--- src/hdl/ctrc_defs.vh ---
// Constants for the calibration and trim control register bank.
`ifndef CTRC_DEFS_VH
`define CTRC_DEFS_VH

// ****************************************
// Register addresses
// ****************************************
`define CTRC_ADDR_W 5
`define CTRC_DATA_W 8
`define CTRC_ADDR_CAL 5'h10
`define CTRC_ADDR_TRIM_SRC 5'h11
`define CTRC_ADDR_SHADOW_FIRST 5'h12
`define CTRC_ADDR_SHADOW_LAST 5'h16
`define CTRC_SHADOW_COUNT 5

// ****************************************
// Reset values and write masks
// ****************************************
`define CTRC_CAL_RESET 8'h00
`define CTRC_TRIM_SRC_RESET 8'h00
`define CTRC_SHADOW_RESET 8'h00
`define CTRC_CAL_MASK 8'h9a
`define CTRC_TRIM_SRC_MASK 8'h03

// ****************************************
// Field positions
// ****************************************
`define CTRC_CAL_SHORT_BIT 7
`define CTRC_CAL_POS_CONT_BIT 4
`define CTRC_CAL_NEG_CONT_BIT 3
`define CTRC_CAL_GROUND_BIT 1
`define CTRC_TRIM_OUT_SEL_BIT 1
`define CTRC_TRIM_LOAD_BIT 0
`define CTRC_REF_ADJ_INDEX 0
`define CTRC_REF_ADJ_W 5
`define CTRC_OFFSET_INDEX 1
`define CTRC_OFFSET_W 4
`define CTRC_MONITOR_INDEX 4
`define CTRC_MON_POS_BIT 0
`define CTRC_MON_NEG_BIT 1
`define CTRC_MON_FIVE_BIT 2
`define CTRC_MON_REF_BIT 3

`endif

--- src/hdl/ctrc_regs.v ---
// Calibration, continuity test and trim source control register bank.

`default_nettype none
`include "ctrc_defs.vh"

module ctrc_regs #(
    parameter SHADOW_COUNT = `CTRC_SHADOW_COUNT
) (
    input wire clock,
    input wire resetn,
    input wire [`CTRC_ADDR_W-1:0] reg_addr,
    input wire [`CTRC_DATA_W-1:0] reg_wdata,
    input wire reg_write,
    input wire reg_read,
    output reg [`CTRC_DATA_W-1:0] reg_rdata,
    output reg reg_rvalid,
    input wire [SHADOW_COUNT*`CTRC_DATA_W-1:0] fused_trim,
    output reg [SHADOW_COUNT*`CTRC_DATA_W-1:0] trim_out,
    output reg channel_select_override,
    output reg amp_input_short,
    output reg amp_inv_to_ground,
    output reg pos_continuity_check,
    output reg neg_continuity_check,
    output reg noninv_to_ref_div,
    output reg [`CTRC_REF_ADJ_W-1:0] reference_adjust,
    output reg [`CTRC_OFFSET_W-1:0] offset_adjust,
    output reg offset_cal_active,
    output reg monitor_pos_rail,
    output reg monitor_neg_rail,
    output reg monitor_five_volt,
    output reg monitor_reference
);

    localparam DW = `CTRC_DATA_W;

    // ****************************************
    // Register map
    // ****************************************

    // Address 0x10 holds the calibration switches. Bit 7 shorts the amplifier
    // inputs together and bit 1 grounds the inverting input; either one takes
    // the input switches away from the channel select setting.
    // Bit 4 sends the test current into the non-inverting path, and bit 3
    // sends it into the inverting path while the non-inverting input sits on
    // the divided reference. Bits 6, 5, 2 and 0 are not implemented.
    //
    // Address 0x11 selects the trim source. Bit 1 chooses the shadow registers
    // over the fuses for the trim outputs, and bit 0 loads the fused values
    // into the shadows. Bits 7 to 2 are not implemented.
    //
    // Addresses 0x12 to 0x16 are the five shadow trim bytes, one per fused
    // byte. The byte at 0x12 carries the reference adjust in bits 4 to 0, the
    // byte at 0x13 the amplifier offset in bits 3 to 0, and the byte at 0x16
    // the four supply monitor selects in bits 3 to 0.
    //
    // Reads of any other address return zero and writes to them are dropped.
    // Setting the load bit and the out-select bit together makes the outputs
    // follow the fuses through the shadows, which lets the host check the
    // load path before it starts to edit the shadows.

    // ****************************************
    // Address decode
    // ****************************************

    // Returns the shadow index for an address, or SHADOW_COUNT when none.
    function integer shadow_index;
        input [`CTRC_ADDR_W-1:0] addr;
        begin
            if (addr >= `CTRC_ADDR_SHADOW_FIRST && addr <= `CTRC_ADDR_SHADOW_LAST) begin
                shadow_index = addr - `CTRC_ADDR_SHADOW_FIRST;
            end else begin
                shadow_index = SHADOW_COUNT;
            end
        end
    endfunction

    // Keeps only the implemented positions of a control register.
    function [DW-1:0] keep_bits;
        input [DW-1:0] value;
        input [DW-1:0] mask;
        begin
            keep_bits = value & mask;
        end
    endfunction

    // ****************************************
    // Stored state
    // ****************************************

    reg [DW-1:0] cal_ctrl;
    reg [DW-1:0] trim_src_ctrl;
    reg [DW-1:0] shadow [0:SHADOW_COUNT-1];

    wire cal_write;
    wire trim_src_write;
    wire trim_load;
    wire trim_out_sel;

    assign cal_write = reg_write && (reg_addr == `CTRC_ADDR_CAL);
    assign trim_src_write = reg_write && (reg_addr == `CTRC_ADDR_TRIM_SRC);
    assign trim_load = trim_src_ctrl[`CTRC_TRIM_LOAD_BIT];
    assign trim_out_sel = trim_src_ctrl[`CTRC_TRIM_OUT_SEL_BIT];

    // Unused positions are masked on write so they always read back zero.
    always @(posedge clock or negedge resetn) begin
        if (!resetn) begin
            cal_ctrl <= `CTRC_CAL_RESET;
        end else if (cal_write) begin
            cal_ctrl <= keep_bits(reg_wdata, `CTRC_CAL_MASK);
        end
    end

    // The trim source bits act as levels, so the load keeps running for as
    // long as bit 0 stays set.
    always @(posedge clock or negedge resetn) begin
        if (!resetn) begin
            trim_src_ctrl <= `CTRC_TRIM_SRC_RESET;
        end else if (trim_src_write) begin
            trim_src_ctrl <= keep_bits(reg_wdata, `CTRC_TRIM_SRC_MASK);
        end
    end

    // ****************************************
    // Shadow trim registers
    // ****************************************

    // While the load bit is set the shadows track the fuses every cycle, so a
    // host write to a shadow is lost until the load bit is cleared again.
    genvar g;
    generate
        for (g = 0; g < SHADOW_COUNT; g = g + 1) begin : gen_shadow
            always @(posedge clock or negedge resetn) begin
                if (!resetn) begin
                    shadow[g] <= `CTRC_SHADOW_RESET;
                end else if (trim_load) begin
                    shadow[g] <= fused_trim[g*DW +: DW];
                end else if (reg_write && shadow_index(reg_addr) == g) begin
                    shadow[g] <= reg_wdata;
                end
            end
        end
    endgenerate

    // ****************************************
    // Register read port
    // ****************************************

    reg [DW-1:0] next_rdata;
    integer rd_index;

    // Unmapped addresses fall through to the zero default.
    always @* begin
        next_rdata = {DW{1'b0}};
        rd_index = shadow_index(reg_addr);
        case (reg_addr)
            `CTRC_ADDR_CAL: begin
                next_rdata = cal_ctrl;
            end
            `CTRC_ADDR_TRIM_SRC: begin
                next_rdata = trim_src_ctrl;
            end
            default: begin
                if (rd_index < SHADOW_COUNT) begin
                    next_rdata = shadow[rd_index];
                end else begin
                    next_rdata = {DW{1'b0}};
                end
            end
        endcase
    end

    always @(posedge clock or negedge resetn) begin
        if (!resetn) begin
            reg_rdata <= {DW{1'b0}};
            reg_rvalid <= 1'b0;
        end else begin
            reg_rvalid <= reg_read;
            if (reg_read) begin
                reg_rdata <= next_rdata;
            end
        end
    end

    // ****************************************
    // Effective trim word
    // ****************************************

    reg [SHADOW_COUNT*DW-1:0] next_trim;
    integer t;

    always @* begin
        next_trim = fused_trim;
        for (t = 0; t < SHADOW_COUNT; t = t + 1) begin
            if (trim_out_sel) begin
                next_trim[t*DW +: DW] = shadow[t];
            end
        end
    end

    // ****************************************
    // Decoded control bits
    // ****************************************

    wire cal_short;
    wire cal_ground;
    wire cal_pos_cont;
    wire cal_neg_cont;
    wire [DW-1:0] monitor_sel;

    assign cal_short = cal_ctrl[`CTRC_CAL_SHORT_BIT];
    assign cal_ground = cal_ctrl[`CTRC_CAL_GROUND_BIT];
    assign cal_pos_cont = cal_ctrl[`CTRC_CAL_POS_CONT_BIT];
    assign cal_neg_cont = cal_ctrl[`CTRC_CAL_NEG_CONT_BIT];
    assign monitor_sel = shadow[`CTRC_MONITOR_INDEX];

    // ****************************************
    // Input switch outputs
    // ****************************************

    // Every output is a flop fed from the stored state, so each follows its
    // register bit with one clock of delay and never glitches on decode.
    always @(posedge clock or negedge resetn) begin
        if (!resetn) begin
            channel_select_override <= 1'b0;
            amp_input_short <= 1'b0;
            amp_inv_to_ground <= 1'b0;
            pos_continuity_check <= 1'b0;
            neg_continuity_check <= 1'b0;
            noninv_to_ref_div <= 1'b0;
        end else begin
            channel_select_override <= cal_short | cal_ground;
            amp_input_short <= cal_short;
            amp_inv_to_ground <= cal_ground;
            pos_continuity_check <= cal_pos_cont;
            neg_continuity_check <= cal_neg_cont;
            noninv_to_ref_div <= cal_neg_cont;
        end
    end

    // ****************************************
    // Trim word output
    // ****************************************

    // The whole word moves in one edge, so the trimmed circuits never see a
    // mix of fused and shadow bytes while the source select changes.
    always @(posedge clock or negedge resetn) begin
        if (!resetn) begin
            trim_out <= {SHADOW_COUNT*DW{1'b0}};
        end else begin
            trim_out <= next_trim;
        end
    end

    // ****************************************
    // Trim field outputs
    // ****************************************

    // The offset and reference fields follow the effective word, so they
    // switch source together with the rest of the trim outputs.
    always @(posedge clock or negedge resetn) begin
        if (!resetn) begin
            reference_adjust <= {`CTRC_REF_ADJ_W{1'b0}};
            offset_adjust <= {`CTRC_OFFSET_W{1'b0}};
            offset_cal_active <= 1'b0;
        end else begin
            reference_adjust <= next_trim[`CTRC_REF_ADJ_INDEX*DW +: `CTRC_REF_ADJ_W];
            offset_adjust <= next_trim[`CTRC_OFFSET_INDEX*DW +: `CTRC_OFFSET_W];
            offset_cal_active <= trim_out_sel;
        end
    end

    // ****************************************
    // Supply monitor outputs
    // ****************************************

    // Several monitors may be selected at once; the converter path has to
    // sort out any conflict, since no priority is applied here.
    always @(posedge clock or negedge resetn) begin
        if (!resetn) begin
            monitor_pos_rail <= 1'b0;
            monitor_neg_rail <= 1'b0;
            monitor_five_volt <= 1'b0;
            monitor_reference <= 1'b0;
        end else begin
            monitor_pos_rail <= monitor_sel[`CTRC_MON_POS_BIT];
            monitor_neg_rail <= monitor_sel[`CTRC_MON_NEG_BIT];
            monitor_five_volt <= monitor_sel[`CTRC_MON_FIVE_BIT];
            monitor_reference <= monitor_sel[`CTRC_MON_REF_BIT];
        end
    end

endmodule

`default_nettype wire

--- config.mk ---
export PLATFORM = sky130hd
export DESIGN_NAME = ctrc_regs
export DESIGN_NICKNAME = d
export VERILOG_FILES = /design/src/hdl/ctrc_regs.v
export VERILOG_INCLUDE_DIRS = /design/src /design/src/hdl
export SDC_FILE = /design/constraint.sdc
export NUM_CORES = 1
export LEC_CHECK = 0
export BUFFER_PORTS_ARGS = -buffer_cell sky130_fd_sc_hd__buf_4
export CORE_ASPECT_RATIO = 1.4
export CORE_MARGIN = 8
export CORE_UTILIZATION = 48
export CTS_CLUSTER_SIZE = 12
export DETAILED_ROUTE_END_ITERATION = 6
export GPL_TIMING_DRIVEN = 0
export PLACE_DENSITY = 0.72
export SETUP_SLACK_MARGIN = 0.3
export SKIP_CTS_REPAIR_TIMING = 1
export SLEW_MARGIN = 30
export SYNTH_ARGS = -nofsm -noshare
export SYNTH_HDL_FRONTEND = slang
export SYNTH_SLANG_ARGS = --single-unit
export TNS_END_PERCENT = 5
--- constraint.sdc ---
create_clock -name clock -period 1.25 [get_ports clock]
set_input_delay 0.25 -clock clock [delete_from_list [all_inputs] [get_ports clock]]
set_output_delay 0.25 -clock clock [all_outputs]
set_load 0.01 [all_outputs]
# Yosys cells after proc, flatten, opt, wreduce, memory -nomap -nowiden
# Cells that the tools add are included.
dict set report totals {
  out_inout_bits 69
  reg_bits 114
}
dict set report classes {
  n_addsub 1
  reduce_logical 14
  order_cmp 4
  n_mux 22
  bitwise 2
  eq_ne 6
}
# cell n
set op_table {}
lappend op_table {{$mux 8} 18}
lappend op_table {{$eq 32x3->1 const B} 2}
lappend op_table {{$mux 32} 2}
lappend op_table {{$eq 32x2->1 const B} 1}
lappend op_table {{$eq 32x4->1 const B} 1}
lappend op_table {{$ge 32x4->1 const B} 1}
lappend op_table {{$logic_not 32->1} 1}
lappend op_table {{$lt 32x4->1 const B} 1}
lappend op_table {{$not 32->32} 1}
lappend op_table {{$bmux 8 s3} 1}
lappend op_table {{$pmux 8 s2} 1}
lappend op_table {{$eq 5x5->1 const B} 2}
lappend op_table {{$reduce_bool 2->1} 5}
lappend op_table {{$logic_and 1x1->1} 8}
lappend op_table {{$sub 5x5->6 const B} 1}
lappend op_table {{$ge 5x5->1 const B} 1}
lappend op_table {{$le 5x5->1 const B} 1}
lappend op_table {{$or 1x1->1} 1}

# Logic depth before layout (Yosys ltp)
# Gate-level depths: netlist of the first run.
dict set report depth {
  ltp_word 9
  ltp_mapped 9
  mapped_depth_nobuf 7
}

# Worst setup path before layout of the first run
# No wires, ideal clock.
dict set report synth_timing {
  path_kind {input-to-reg}
  start {in reg_addr[1]}
  end {reg shadow[30] (netlist bit)}
  arrival_ns 1.921
  setup_slack_ns -0.797
  cell_stages 8
  required_time_ns 1.124
  setup_ns 0.126
  cell_sequence {inv_1 > ha_1 > nand2_1 > or3_1 > buf_2 > or2_0 > buf_2 > a221o_1}
}
dict set report synth_between {
  elab_chain_len 7
  word_cells_on_any_way 9
  classes_between {1 x add/sub; 2 x order compare; 1 x eq/ne; 2 x mux; 3 x reduce/logical}
}
# element line_no
set synth_rtl {}
lappend synth_rtl {{from (decl)} ctrc_regs.v:11} ;# input wire [`CTRC_ADDR_W-1:0] reg_addr,
lappend synth_rtl {{$ge 5x5->1 (no source line) or $le 5x5->1 (tied branches)} --}
lappend synth_rtl {{$logic_and 1x1->1 (no source line)} --}
lappend synth_rtl {{$mux 32 (*)} ctrc_regs.v:69} ;# if (addr >= `CTRC_ADDR_SHADOW_FIRST && addr <= `CTRC_ADDR_SHADOW_LAST) begin
lappend synth_rtl {{$mux 32 (*)} ctrc_regs.v:135} ;# end else if (trim_load) begin
lappend synth_rtl {{$eq 32x2->1 (*)} ctrc_regs.v:137} ;# end else if (reg_write && shadow_index(reg_addr) == g) begin
lappend synth_rtl {{$logic_and 1x1->1 (*)} ctrc_regs.v:137}
lappend synth_rtl {{$reduce_bool 2->1 (no source line) (*)} --}
lappend synth_rtl {{to (signal, indexed assignment)} ctrc_regs.v:134} ;# shadow[g] <= `CTRC_SHADOW_RESET;
lappend synth_rtl {{to (signal, indexed assignment)} ctrc_regs.v:136} ;# shadow[g] <= fused_trim[g*DW +: DW];
lappend synth_rtl {{to (signal, indexed assignment)} ctrc_regs.v:138} ;# shadow[g] <= reg_wdata;
lappend synth_rtl {{to (decl)} ctrc_regs.v:92} ;# reg [DW-1:0] shadow [0:SHADOW_COUNT-1];
# Mark *: on every way between the ends. The rest lies on a longest branch, timed or not. The select of a mux whose other input is x is not followed.
# A chain may end at the register's enable or synchronous reset.

# Worst setup path after layout of the first run
dict set report layout_timing {
  start {in reg_addr[1]}
  end {reg shadow[28] (netlist bit)}
}
# Same word-level chain as after synthesis.

==> results.ini, run 1 <==
[outcome]
status=finished with violations
violations=hold timing, setup timing

[critical_path]
cp-end-kind=register
crit_path_start_kind=primary input
r2r_slack_ns=-0.33
r2r-end=trim_out[12]
cp_num_buf_inv=4
cpPeakStageDelay_ns=0.40
required_ns=1.49
critPathSlowestCell=or3_1
crit_chain=buf_12 > inv_12 > ha_4 > nand2_2 > a21boi_4 > or3_1 > buf_6 > or2_1 > buf_6 > a221o_1
cp.arrival_ns=2.02
critPathTopFamily=simple AND/OR/NAND/NOR gates
path_class=in2reg
worstRegToRegCells=3
critPathMostFrequentCell=buf_6
r2r_start=trim_src_ctrl[1]
cp_max_fo=8

[logic_synthesis]
yosysSeqAreaShare=0.5417
ys_async_sr_fraction=1.000
avgSynthCellArea_um2=12.37
synth_flop_cell=dfrtp_1
synth_edf_count=0
synth_area_um2=4851
yosysWarnings=0
yosysUniqueCellTypes=45
synth_seq_cells=105
syn_nets=452
syn_inst=392

[finish]
drive_gt1_frac=0.4894
fill_cells=732
syn2layout_area_growth_pct=45.27
finalNetCount=622
most-common-layout-cells=dfrtp_1, buf_4, buf_6
final_common_cell=dfrtp_1
antenna_cells=0

[timing]
fin_crit_ns=1.779
period_share=1.423
rsz0062_at_grt=yes
whs_ns=-0.02001
setup_viol=89
worst_slew_pin_slew_ns=0.8532
maxSlewViolCount=0
final.setup.tns_ns=-25.08
fin_skew_ns=0.007433
finalWorstSetupSlack_ns=-0.5291
slew_headroom=0.4312
clock.fmax_ghz=0.5621
hold_viol_final=21

[grt]
overflow=0
grt_antenna_before_repair=0
grt_pass1_wl_mm=22.89
grt_start_max_net_pins=106
grt_pass1_vias=4202
grt_usage=0.2192

[detailed_routing]
routed_via_density=5.793
wirelength_mm=15.38
dr.pass1.iters=4
drc_errors=0
drt-initial-drc-count=306
wl_per_cell_um=21.94
detail-route-antenna-nets=0
vias=4061

[clock_network]
cts-buffers-inserted=9
cts_buffer_depth=2
clk_pin_slew_ns=0.07
cts_tree=built
clockRootBuffer=clkbuf_16
clock_latency_ns=0.35
clock-sinks=105
htreeDepth=3

[floorplan]
die_width_um=101.0
chipHeight_um=134.9
fp-row-count=43
io_pins=126
core_area_um2=9899
initial_utilization=0.4900
die_area_um2=13620

[power_and_ir_drop]
power_density_nw_per_um2=1619
ir_drop_uv=782.5
p_total_mw=11.41
p_leak_nw=3.231

[placed_design]
place.gp.congestion=0.8875
hpwl_mm=10.63
dpl_worst_slack_ns=-1.304
io_buffers=125

[hold_path]
hold_path_class=in2async

[job]
max-cap-violations=0

[state kept, by name, summed over array words and instances, names as in the netlist]
register,flops
reg_rdata,8
amp_inv_to_ground,1
monitor_five_volt,1
pos_continuity_check,1
trim_out,40
shadow,32
channel_select_override,1
cal_ctrl,4
monitor_pos_rail,1
offset_cal_active,1
reg_rvalid,1
amp_input_short,1
noninv_to_ref_div,1
monitor_neg_rail,1
trim_src_ctrl,2
monitor_reference,1
monitor_sel,8
[final cells by class]
type                    count  area (µm²)  area share
flip-flops and latches    105        2628      0.3729
multi-input cells         230        2090      0.2965
repair buffers            159        1479      0.2099
plain buffers              37       319.1     0.04528
clock buffers              11       232.7     0.03303
well taps                 135       168.9     0.02397
inverters                  20       100.1     0.01420
clock inverters             4       30.03    0.004261
[metal layers]
layer	track usage	vias to the layer above	wire [µm]
met1	0.2608	2063	5907
met5	0	-	0
met2	0.3704	183	7955
li1	-	1783	-
met4	0.09726	0	404
met3	0.04585	32	1112
[power by group]
group	switching (mW)	internal, mW	leakage, nW	total [mW]
Combinational	1.61	2.26	1.81	3.86
Clock	1.26	1.35	0.126	2.61
Sequential	0.640	4.29	1.30	4.93
[worst max-delay path by stage]
stage               slack (ns)         from         end  cells after the start
finish                   -0.53  reg_addr[1]  shadow[28]                     10
global route             -0.57  reg_addr[1]  shadow[28]                     10
CTS                      -0.95  reg_addr[0]  shadow[38]                      8
detailed placement       -1.30  reg_addr[0]  shadow[38]                      8
global placement         -1.32  reg_addr[1]  shadow[15]                      8
floorplan                -0.66  reg_addr[1]  shadow[24]                      8
[stage by stage]
step,cells,area [µm²],util
after CTS,667,6304,0.6368
final,701,7047,0.7118
after global routing,701,7047,0.7118
after global placement,652,6037,0.6098
after floorplan,392,4930,-
after detailed placement,652,6041,0.6102
[cells by family (layout without fill, tap and decap cells)]
logic type	after synthesis	count (layout)	synth area share
DFF	105	105	0.5417
buffers and inverters	57	231	0.05313
muxes	57	57	0.1465
AOI/OAI and AO/OA	71	71	0.1225
and+or+nand+nor	99	99	0.1285
adders and majority gates	3	3	0.007739
[cells in the mapped netlist (2+ instances only)]
cell	n	area, µm²
clkbuf_1	19	71.32
mux4_2	7	157.7
mux2i_1	8	80.08
a21oi_1	2	10.01
buf_4	10	75.07
or2_0	3	18.77
ha_1	3	37.54
nor3b_1	25	187.7
nor2b_1	13	81.33
a22oi_1	7	52.55
dfrtp_1	105	2628
o21ai_1	8	40.04
o221ai_1	6	52.55
buf_2	5	25.02
o22ai_1	4	25.02
o311ai_0	2	17.52
buf_1	3	11.26
nor3_1	2	10.01
nor4_1	6	37.54
o21ai_0	7	35.03
nand3_1	5	25.02
mux2_2	41	461.7
inv_1	19	71.32
nand2_1	20	75.07
nor2_1	11	41.29
a221o_1	32	320.3
No activity file was read; power rests on OpenSTA's default activity.
==> run 2: changes to the inputs <==
SKIP_LAST_GASP = 1   (was not set)
==> run 2 against run 1 <==
The run still ends with hold timing, setup timing left. Combinational power decreased by 9.1%. Utilization decreased by 3.3 points. Clock skew decreased by 0.0018 ns. Sequential share of layout area increased by 1.8 points. Die area unchanged.
==> results.ini, run 2 (synthesized netlist as in run 1, its figures left out) <==
[clock_network]
clock_latency_ns=0.35  ; about the same
clk_pin_slew_ns=0.07  ; about the same
clockRootBuffer=clkbuf_16
htreeDepth=3  ; unchanged
cts_buffer_depth=2  ; unchanged
clock-sinks=105  ; unchanged
cts-buffers-inserted=9  ; unchanged
cts_tree=built

[grt]
grt_pass1_wl_mm=22.89  ; unchanged
grt_usage=0.2192  ; unchanged
grt_start_max_net_pins=106  ; unchanged
overflow=0  ; unchanged
grt_pass1_vias=4202  ; unchanged
grt_antenna_before_repair=0  ; unchanged

[timing]
hold_viol_final=14  ; -33%
worst_slew_pin_slew_ns=0.8545  ; +0.001307 ns
rsz0062_at_grt=yes
period_share=1.436  ; +0.01320
maxSlewViolCount=0  ; unchanged
fin_crit_ns=1.796  ; +0.01650 ns
fin_skew_ns=0.005606  ; -0.001827 ns
final.setup.tns_ns=-30.62  ; -5.540 ns
setup_viol=94  ; +5.6%
clock.fmax_ghz=0.5569  ; -0.92%
slew_headroom=0.4304  ; -0.0008720
whs_ns=-0.02209  ; -0.002072 ns
finalWorstSetupSlack_ns=-0.5456  ; -0.01650 ns

[critical_path]
critPathTopFamily=buffers and inverters
critPathSlowestCell=nor4_4
crit_path_start_kind=primary input
cp_num_buf_inv=5  ; +1
r2r_start=trim_src_ctrl[1]
cpPeakStageDelay_ns=0.42  ; +0.02 ns
cp.arrival_ns=2.02  ; about the same
critPathMostFrequentCell=buf_4
worstRegToRegCells=3  ; unchanged
required_ns=1.48  ; about the same
path_class=in2reg
r2r-end=trim_out[29]
cp_max_fo=6  ; -2
crit_chain=buf_12 > inv_12 > ha_4 > nand2_2 > a21boi_4 > buf_4 > buf_4 > nor4_4 > buf_4 > nor3b_1 > a221o_1
r2r_slack_ns=-0.44  ; -0.11 ns
cp-end-kind=register

[power_and_ir_drop]
power_density_nw_per_um2=1633  ; +0.90%
p_total_mw=10.97  ; -3.8%
p_leak_nw=3.126  ; -3.3%
ir_drop_uv=784.4  ; +0.24%

[floorplan]
chipHeight_um=134.9  ; unchanged
initial_utilization=0.4900  ; unchanged
die_area_um2=13620  ; unchanged
io_pins=126  ; unchanged
core_area_um2=9899  ; unchanged
fp-row-count=43  ; unchanged
die_width_um=101.0  ; unchanged

[detailed_routing]
detail-route-antenna-nets=0  ; unchanged
wirelength_mm=15.11  ; -1.7%
drt-initial-drc-count=318  ; +3.9%
routed_via_density=5.743  ; -0.86%
wl_per_cell_um=21.56  ; -1.7%
vias=4026  ; -0.86%
dr.pass1.iters=5  ; +1
drc_errors=0  ; unchanged

[placed_design]
placed_area_um2=6041  ; unchanged
dpl_worst_slack_ns=-1.304  ; unchanged
placed_cells=652  ; unchanged
io_buffers=125  ; unchanged
hpwl_mm=10.63  ; unchanged
place.gp.congestion=0.8875  ; unchanged

[outcome]
status=finished with violations
violations=hold timing, setup timing

[finish]
most-common-layout-cells=buf_4, dfrtp_1, mux2_2
largest_reg_flops=40  ; unchanged
drive_gt1_frac=0.4841  ; -0.005300
design_area_um2=6718  ; -4.7%
largest-register=trim_out
final_common_cell=buf_4
antenna_cells=0  ; unchanged
fill_cells=792  ; +8.2%
layoutNonFillerInstCount=701  ; unchanged
final_util=0.6786  ; -0.03324
syn2layout_area_growth_pct=38.48
finalNetCount=622  ; unchanged
reg_top3=trim_out (40), shadow (32)

[hold_path]
hold_path_class=in2async

[job]
max-cap-violations=0  ; unchanged

==> run 2: area by class of cell <==
class,instances,area [µm²],share of cell area
plain buffers,37,252.7,0.03762
clock buffers,11,232.7,0.03464
well taps,135,168.9,0.02514
clock inverters,4,30.03,0.004470
inverters,20,100.1,0.01490
repair buffers,159,1235,0.1838
multi-input cells,230,2071,0.3083
flip-flops and latches,105,2628,0.3911
==> run 2: worst register-to-register path, cell delays in order (launching register included) <==
cell and delay (ns):
dfrtp_1 0.35, clkbuf_1 0.30, clkbuf_1 0.51, mux2_2 0.42
==> run 2: worst max-delay path by stage <==
stage                start          to  cells after the start
2_1_floorplan  reg_addr[1]  shadow[24]                      8
3_3_place_gp   reg_addr[1]  shadow[15]                      8
3_5_place_dp   reg_addr[0]  shadow[38]                      8
4_1_cts        reg_addr[0]  shadow[38]                      8
5_1_grt        reg_addr[1]  shadow[28]                     10
6_report       reg_addr[1]  shadow[13]                     11
==> run 2: metal layers <==
metal | part of all wire | vias up | wire length, µm | track usage
li1 | - | 1780 | - | -
met2 | 0.52 | 194 | 7794 | 0.3704
met3 | 0.082 | 35 | 1238 | 0.04585
met1 | 0.37 | 2017 | 5664 | 0.2608
met4 | 0.027 | 0 | 414 | 0.09726
met5 | 0 | - | 0 | 0
==> run 2: power by group <==
group	switching, mW	leakage (nW)	internal (mW)
Sequential	0.561	1.30	4.29
Clock	1.26	0.126	1.35
Combinational	1.57	1.70	1.94
==> run 3: changes to the inputs <==
CORE_UTILIZATION = 45   (was 48)
PLACE_DENSITY = 0.68   (was 0.72)
==> run 3 against run 2 <==
The run still ends with hold timing, setup timing left. Fmax fell by 0.34%. Cell count rose by 0.43%. Critical path depth fell by 8. Setup slack got worse by 0.0061 ns. Utilization fell by 4.6 points. Power rose by 2.0%. Critical path type is now reg2reg. Highest routed layer unchanged.
==> results.ini, run 3 (synthesized netlist as in run 1, its figures left out) <==
[detailed_routing]
drt-initial-drc-count=278  ; -13%
wl_per_cell_um=21.42  ; -0.62%
routed_via_density=5.616  ; -2.2%
vias=3954  ; -1.8%
wirelength_mm=15.08  ; -0.19%
dr.pass1.iters=5  ; unchanged
drc_errors=0  ; unchanged
detail-route-antenna-nets=0  ; unchanged

[power_and_ir_drop]
power_density_nw_per_um2=1653  ; +1.2%
p_seq_frac=0.433  ; -0.009
cell_internal_pwr_mw=7.806  ; +3.0%
swShare=0.3024  ; -0.006761
ir_drop_uv=821.6  ; +4.7%
p_total_mw=11.19  ; +2.0%
p_leak_nw=3.134  ; +0.25%
power_frac_clock=0.254  ; +0.016
combPwrFrac=0.313  ; -0.007
switching_power_mw=3.384  ; -0.23%

[clock_network]
clock-sinks=105  ; unchanged
clockRootBuffer=clkbuf_16
cts-buffers-inserted=9  ; unchanged
clock_latency_ns=0.35  ; about the same
clk_pin_slew_ns=0.07  ; about the same
cts_tree=built
cts_buffer_depth=2  ; unchanged
htreeDepth=3  ; unchanged

[placed_design]
io_buffers=125  ; unchanged
place.gp.congestion=0.8973  ; +1.1%
hpwl_mm=10.53  ; -0.92%
placed_cells=658  ; +0.92%

[floorplan]
initial_utilization=0.4535  ; -0.03656
fp-row-count=45  ; +4.7%
chipHeight_um=138.8  ; +2.9%
core_area_um2=10700  ; +8.1%
io_pins=126  ; unchanged
die_area_um2=14410  ; +5.7%
die_width_um=103.8  ; +2.8%

[finish]
largest_reg_flops=40  ; unchanged
layoutNonFillerInstCount=704  ; +0.43%
largest-register=trim_out
most-common-layout-cells=buf_4, dfrtp_1, mux2_2
final_common_cell=buf_4
reg_top3=trim_out (40), shadow (32)
antenna_cells=0  ; unchanged
finalNetCount=618  ; -0.64%
syn2layout_area_growth_pct=39.54
drive_gt1_frac=0.4796  ; -0.004525

[timing]
slew_headroom=0.4281  ; -0.002275
maxSlewViolCount=0  ; unchanged
finalWorstSetupSlack_ns=-0.5517  ; -0.006125 ns
period_share=1.441  ; +0.004900
whs_ns=-0.05680  ; -0.03471 ns
clock.fmax_ghz=0.5550  ; -0.34%
final.setup.tns_ns=-35.43  ; -4.810 ns
fin_skew_ns=0.008483  ; +0.002877 ns
hold_viol_final=22  ; +8
fin_crit_ns=1.802  ; +0.006125 ns
worst_slew_pin_slew_ns=0.8579  ; +0.003413 ns
rsz0062_at_grt=yes
setup_viol=96  ; +2.1%

[grt]
overflow=0  ; unchanged
grt_usage=0.2034  ; -0.01578
grt_pass1_vias=4173  ; -0.69%
grt_antenna_before_repair=0  ; unchanged
grt_pass1_wl_mm=23.16  ; +1.1%
grt_start_max_net_pins=106  ; unchanged

[critical_path]
crit_path_start_kind=register
path_class=reg2reg
cp.arrival_ns=2.03  ; about the same
r2r_slack_ns=-0.55  ; -0.11 ns
r2r_start=trim_src_ctrl[1]
required_ns=1.48  ; about the same
worstRegToRegCells=3  ; unchanged
cp-end-kind=register
r2r-end=trim_out[13]
cp_max_fo=10  ; +4

[outcome]
status=finished with violations
violations=hold timing, setup timing

[job]
max-cap-violations=0  ; unchanged

[hold_path]
hold_path_class=in2async

## run 3: area by class of cell
cell class / count / area (µm²)
timing repair buffer: 155 / 1224
clock buffer: 11 / 232.7
inverter: 20 / 95.09
multi-input combinational: 230 / 2088
buffer: 37 / 260.3
tap: 141 / 176.4
clock inverter: 5 / 65.06
fill: 897 / 3929
sequential: 105 / 2628
## run 3: through the flow
step	utilization	worst slack (ns)	instance area [µm²]
after floorplan	-	-0.6556	4930
after global placement	0.5650	-1.387	6045
after detailed placement	0.5654	-1.315	6048
after CTS	0.5932	-0.9544	6346
after global routing	0.6327	-0.5952	6769
final	0.6327	-0.5517	6769
## run 3: worst max path at each step
stage	from	slack, ns	endpoint	cells after the start
final	trim_src_ctrl[1]	-0.55	trim_out[13]	3
after CTS	reg_addr[1]	-0.95	shadow[37]	7
after global placement	reg_addr[0]	-1.39	shadow[38]	8
after detailed placement	reg_addr[1]	-1.32	shadow[37]	7
after floorplan	reg_addr[1]	-0.66	shadow[24]	8
after global routing	trim_src_ctrl[1]	-0.60	trim_out[13]	3
## run 3: worst max-delay path, stage by stage (launching register included)
cell	delay, ns
dfrtp_1	0.35
clkbuf_1	0.24
buf_1	0.67
mux2_2	0.43
## run 3: per-layer routing
metal  wire, µm  up-vias  share of wire  GRT usage
li1           -     1769              -          -
met1       5919     1984           0.39     0.2464
met2       7882      182           0.52     0.3432
met3       1036       19          0.069    0.04558
met4        244        0          0.016    0.07957
met5          0        -              0          0
## run 3: power groups by stage
| stage | combinational (mW) | sequential [mW] | clock (mW) |
|---|---|---|---|
| after detailed placement | 3.37 | 4.88 | 0 |
| after CTS | 3.38 | 4.82 | 2.91 |
| after global placement | 3.31 | 4.86 | 0 |
| final | 3.50 | 4.84 | 2.85 |
| after floorplan | 1.81 | 4.90 | 0 |
| after global routing | 3.76 | 4.94 | 3.01 |
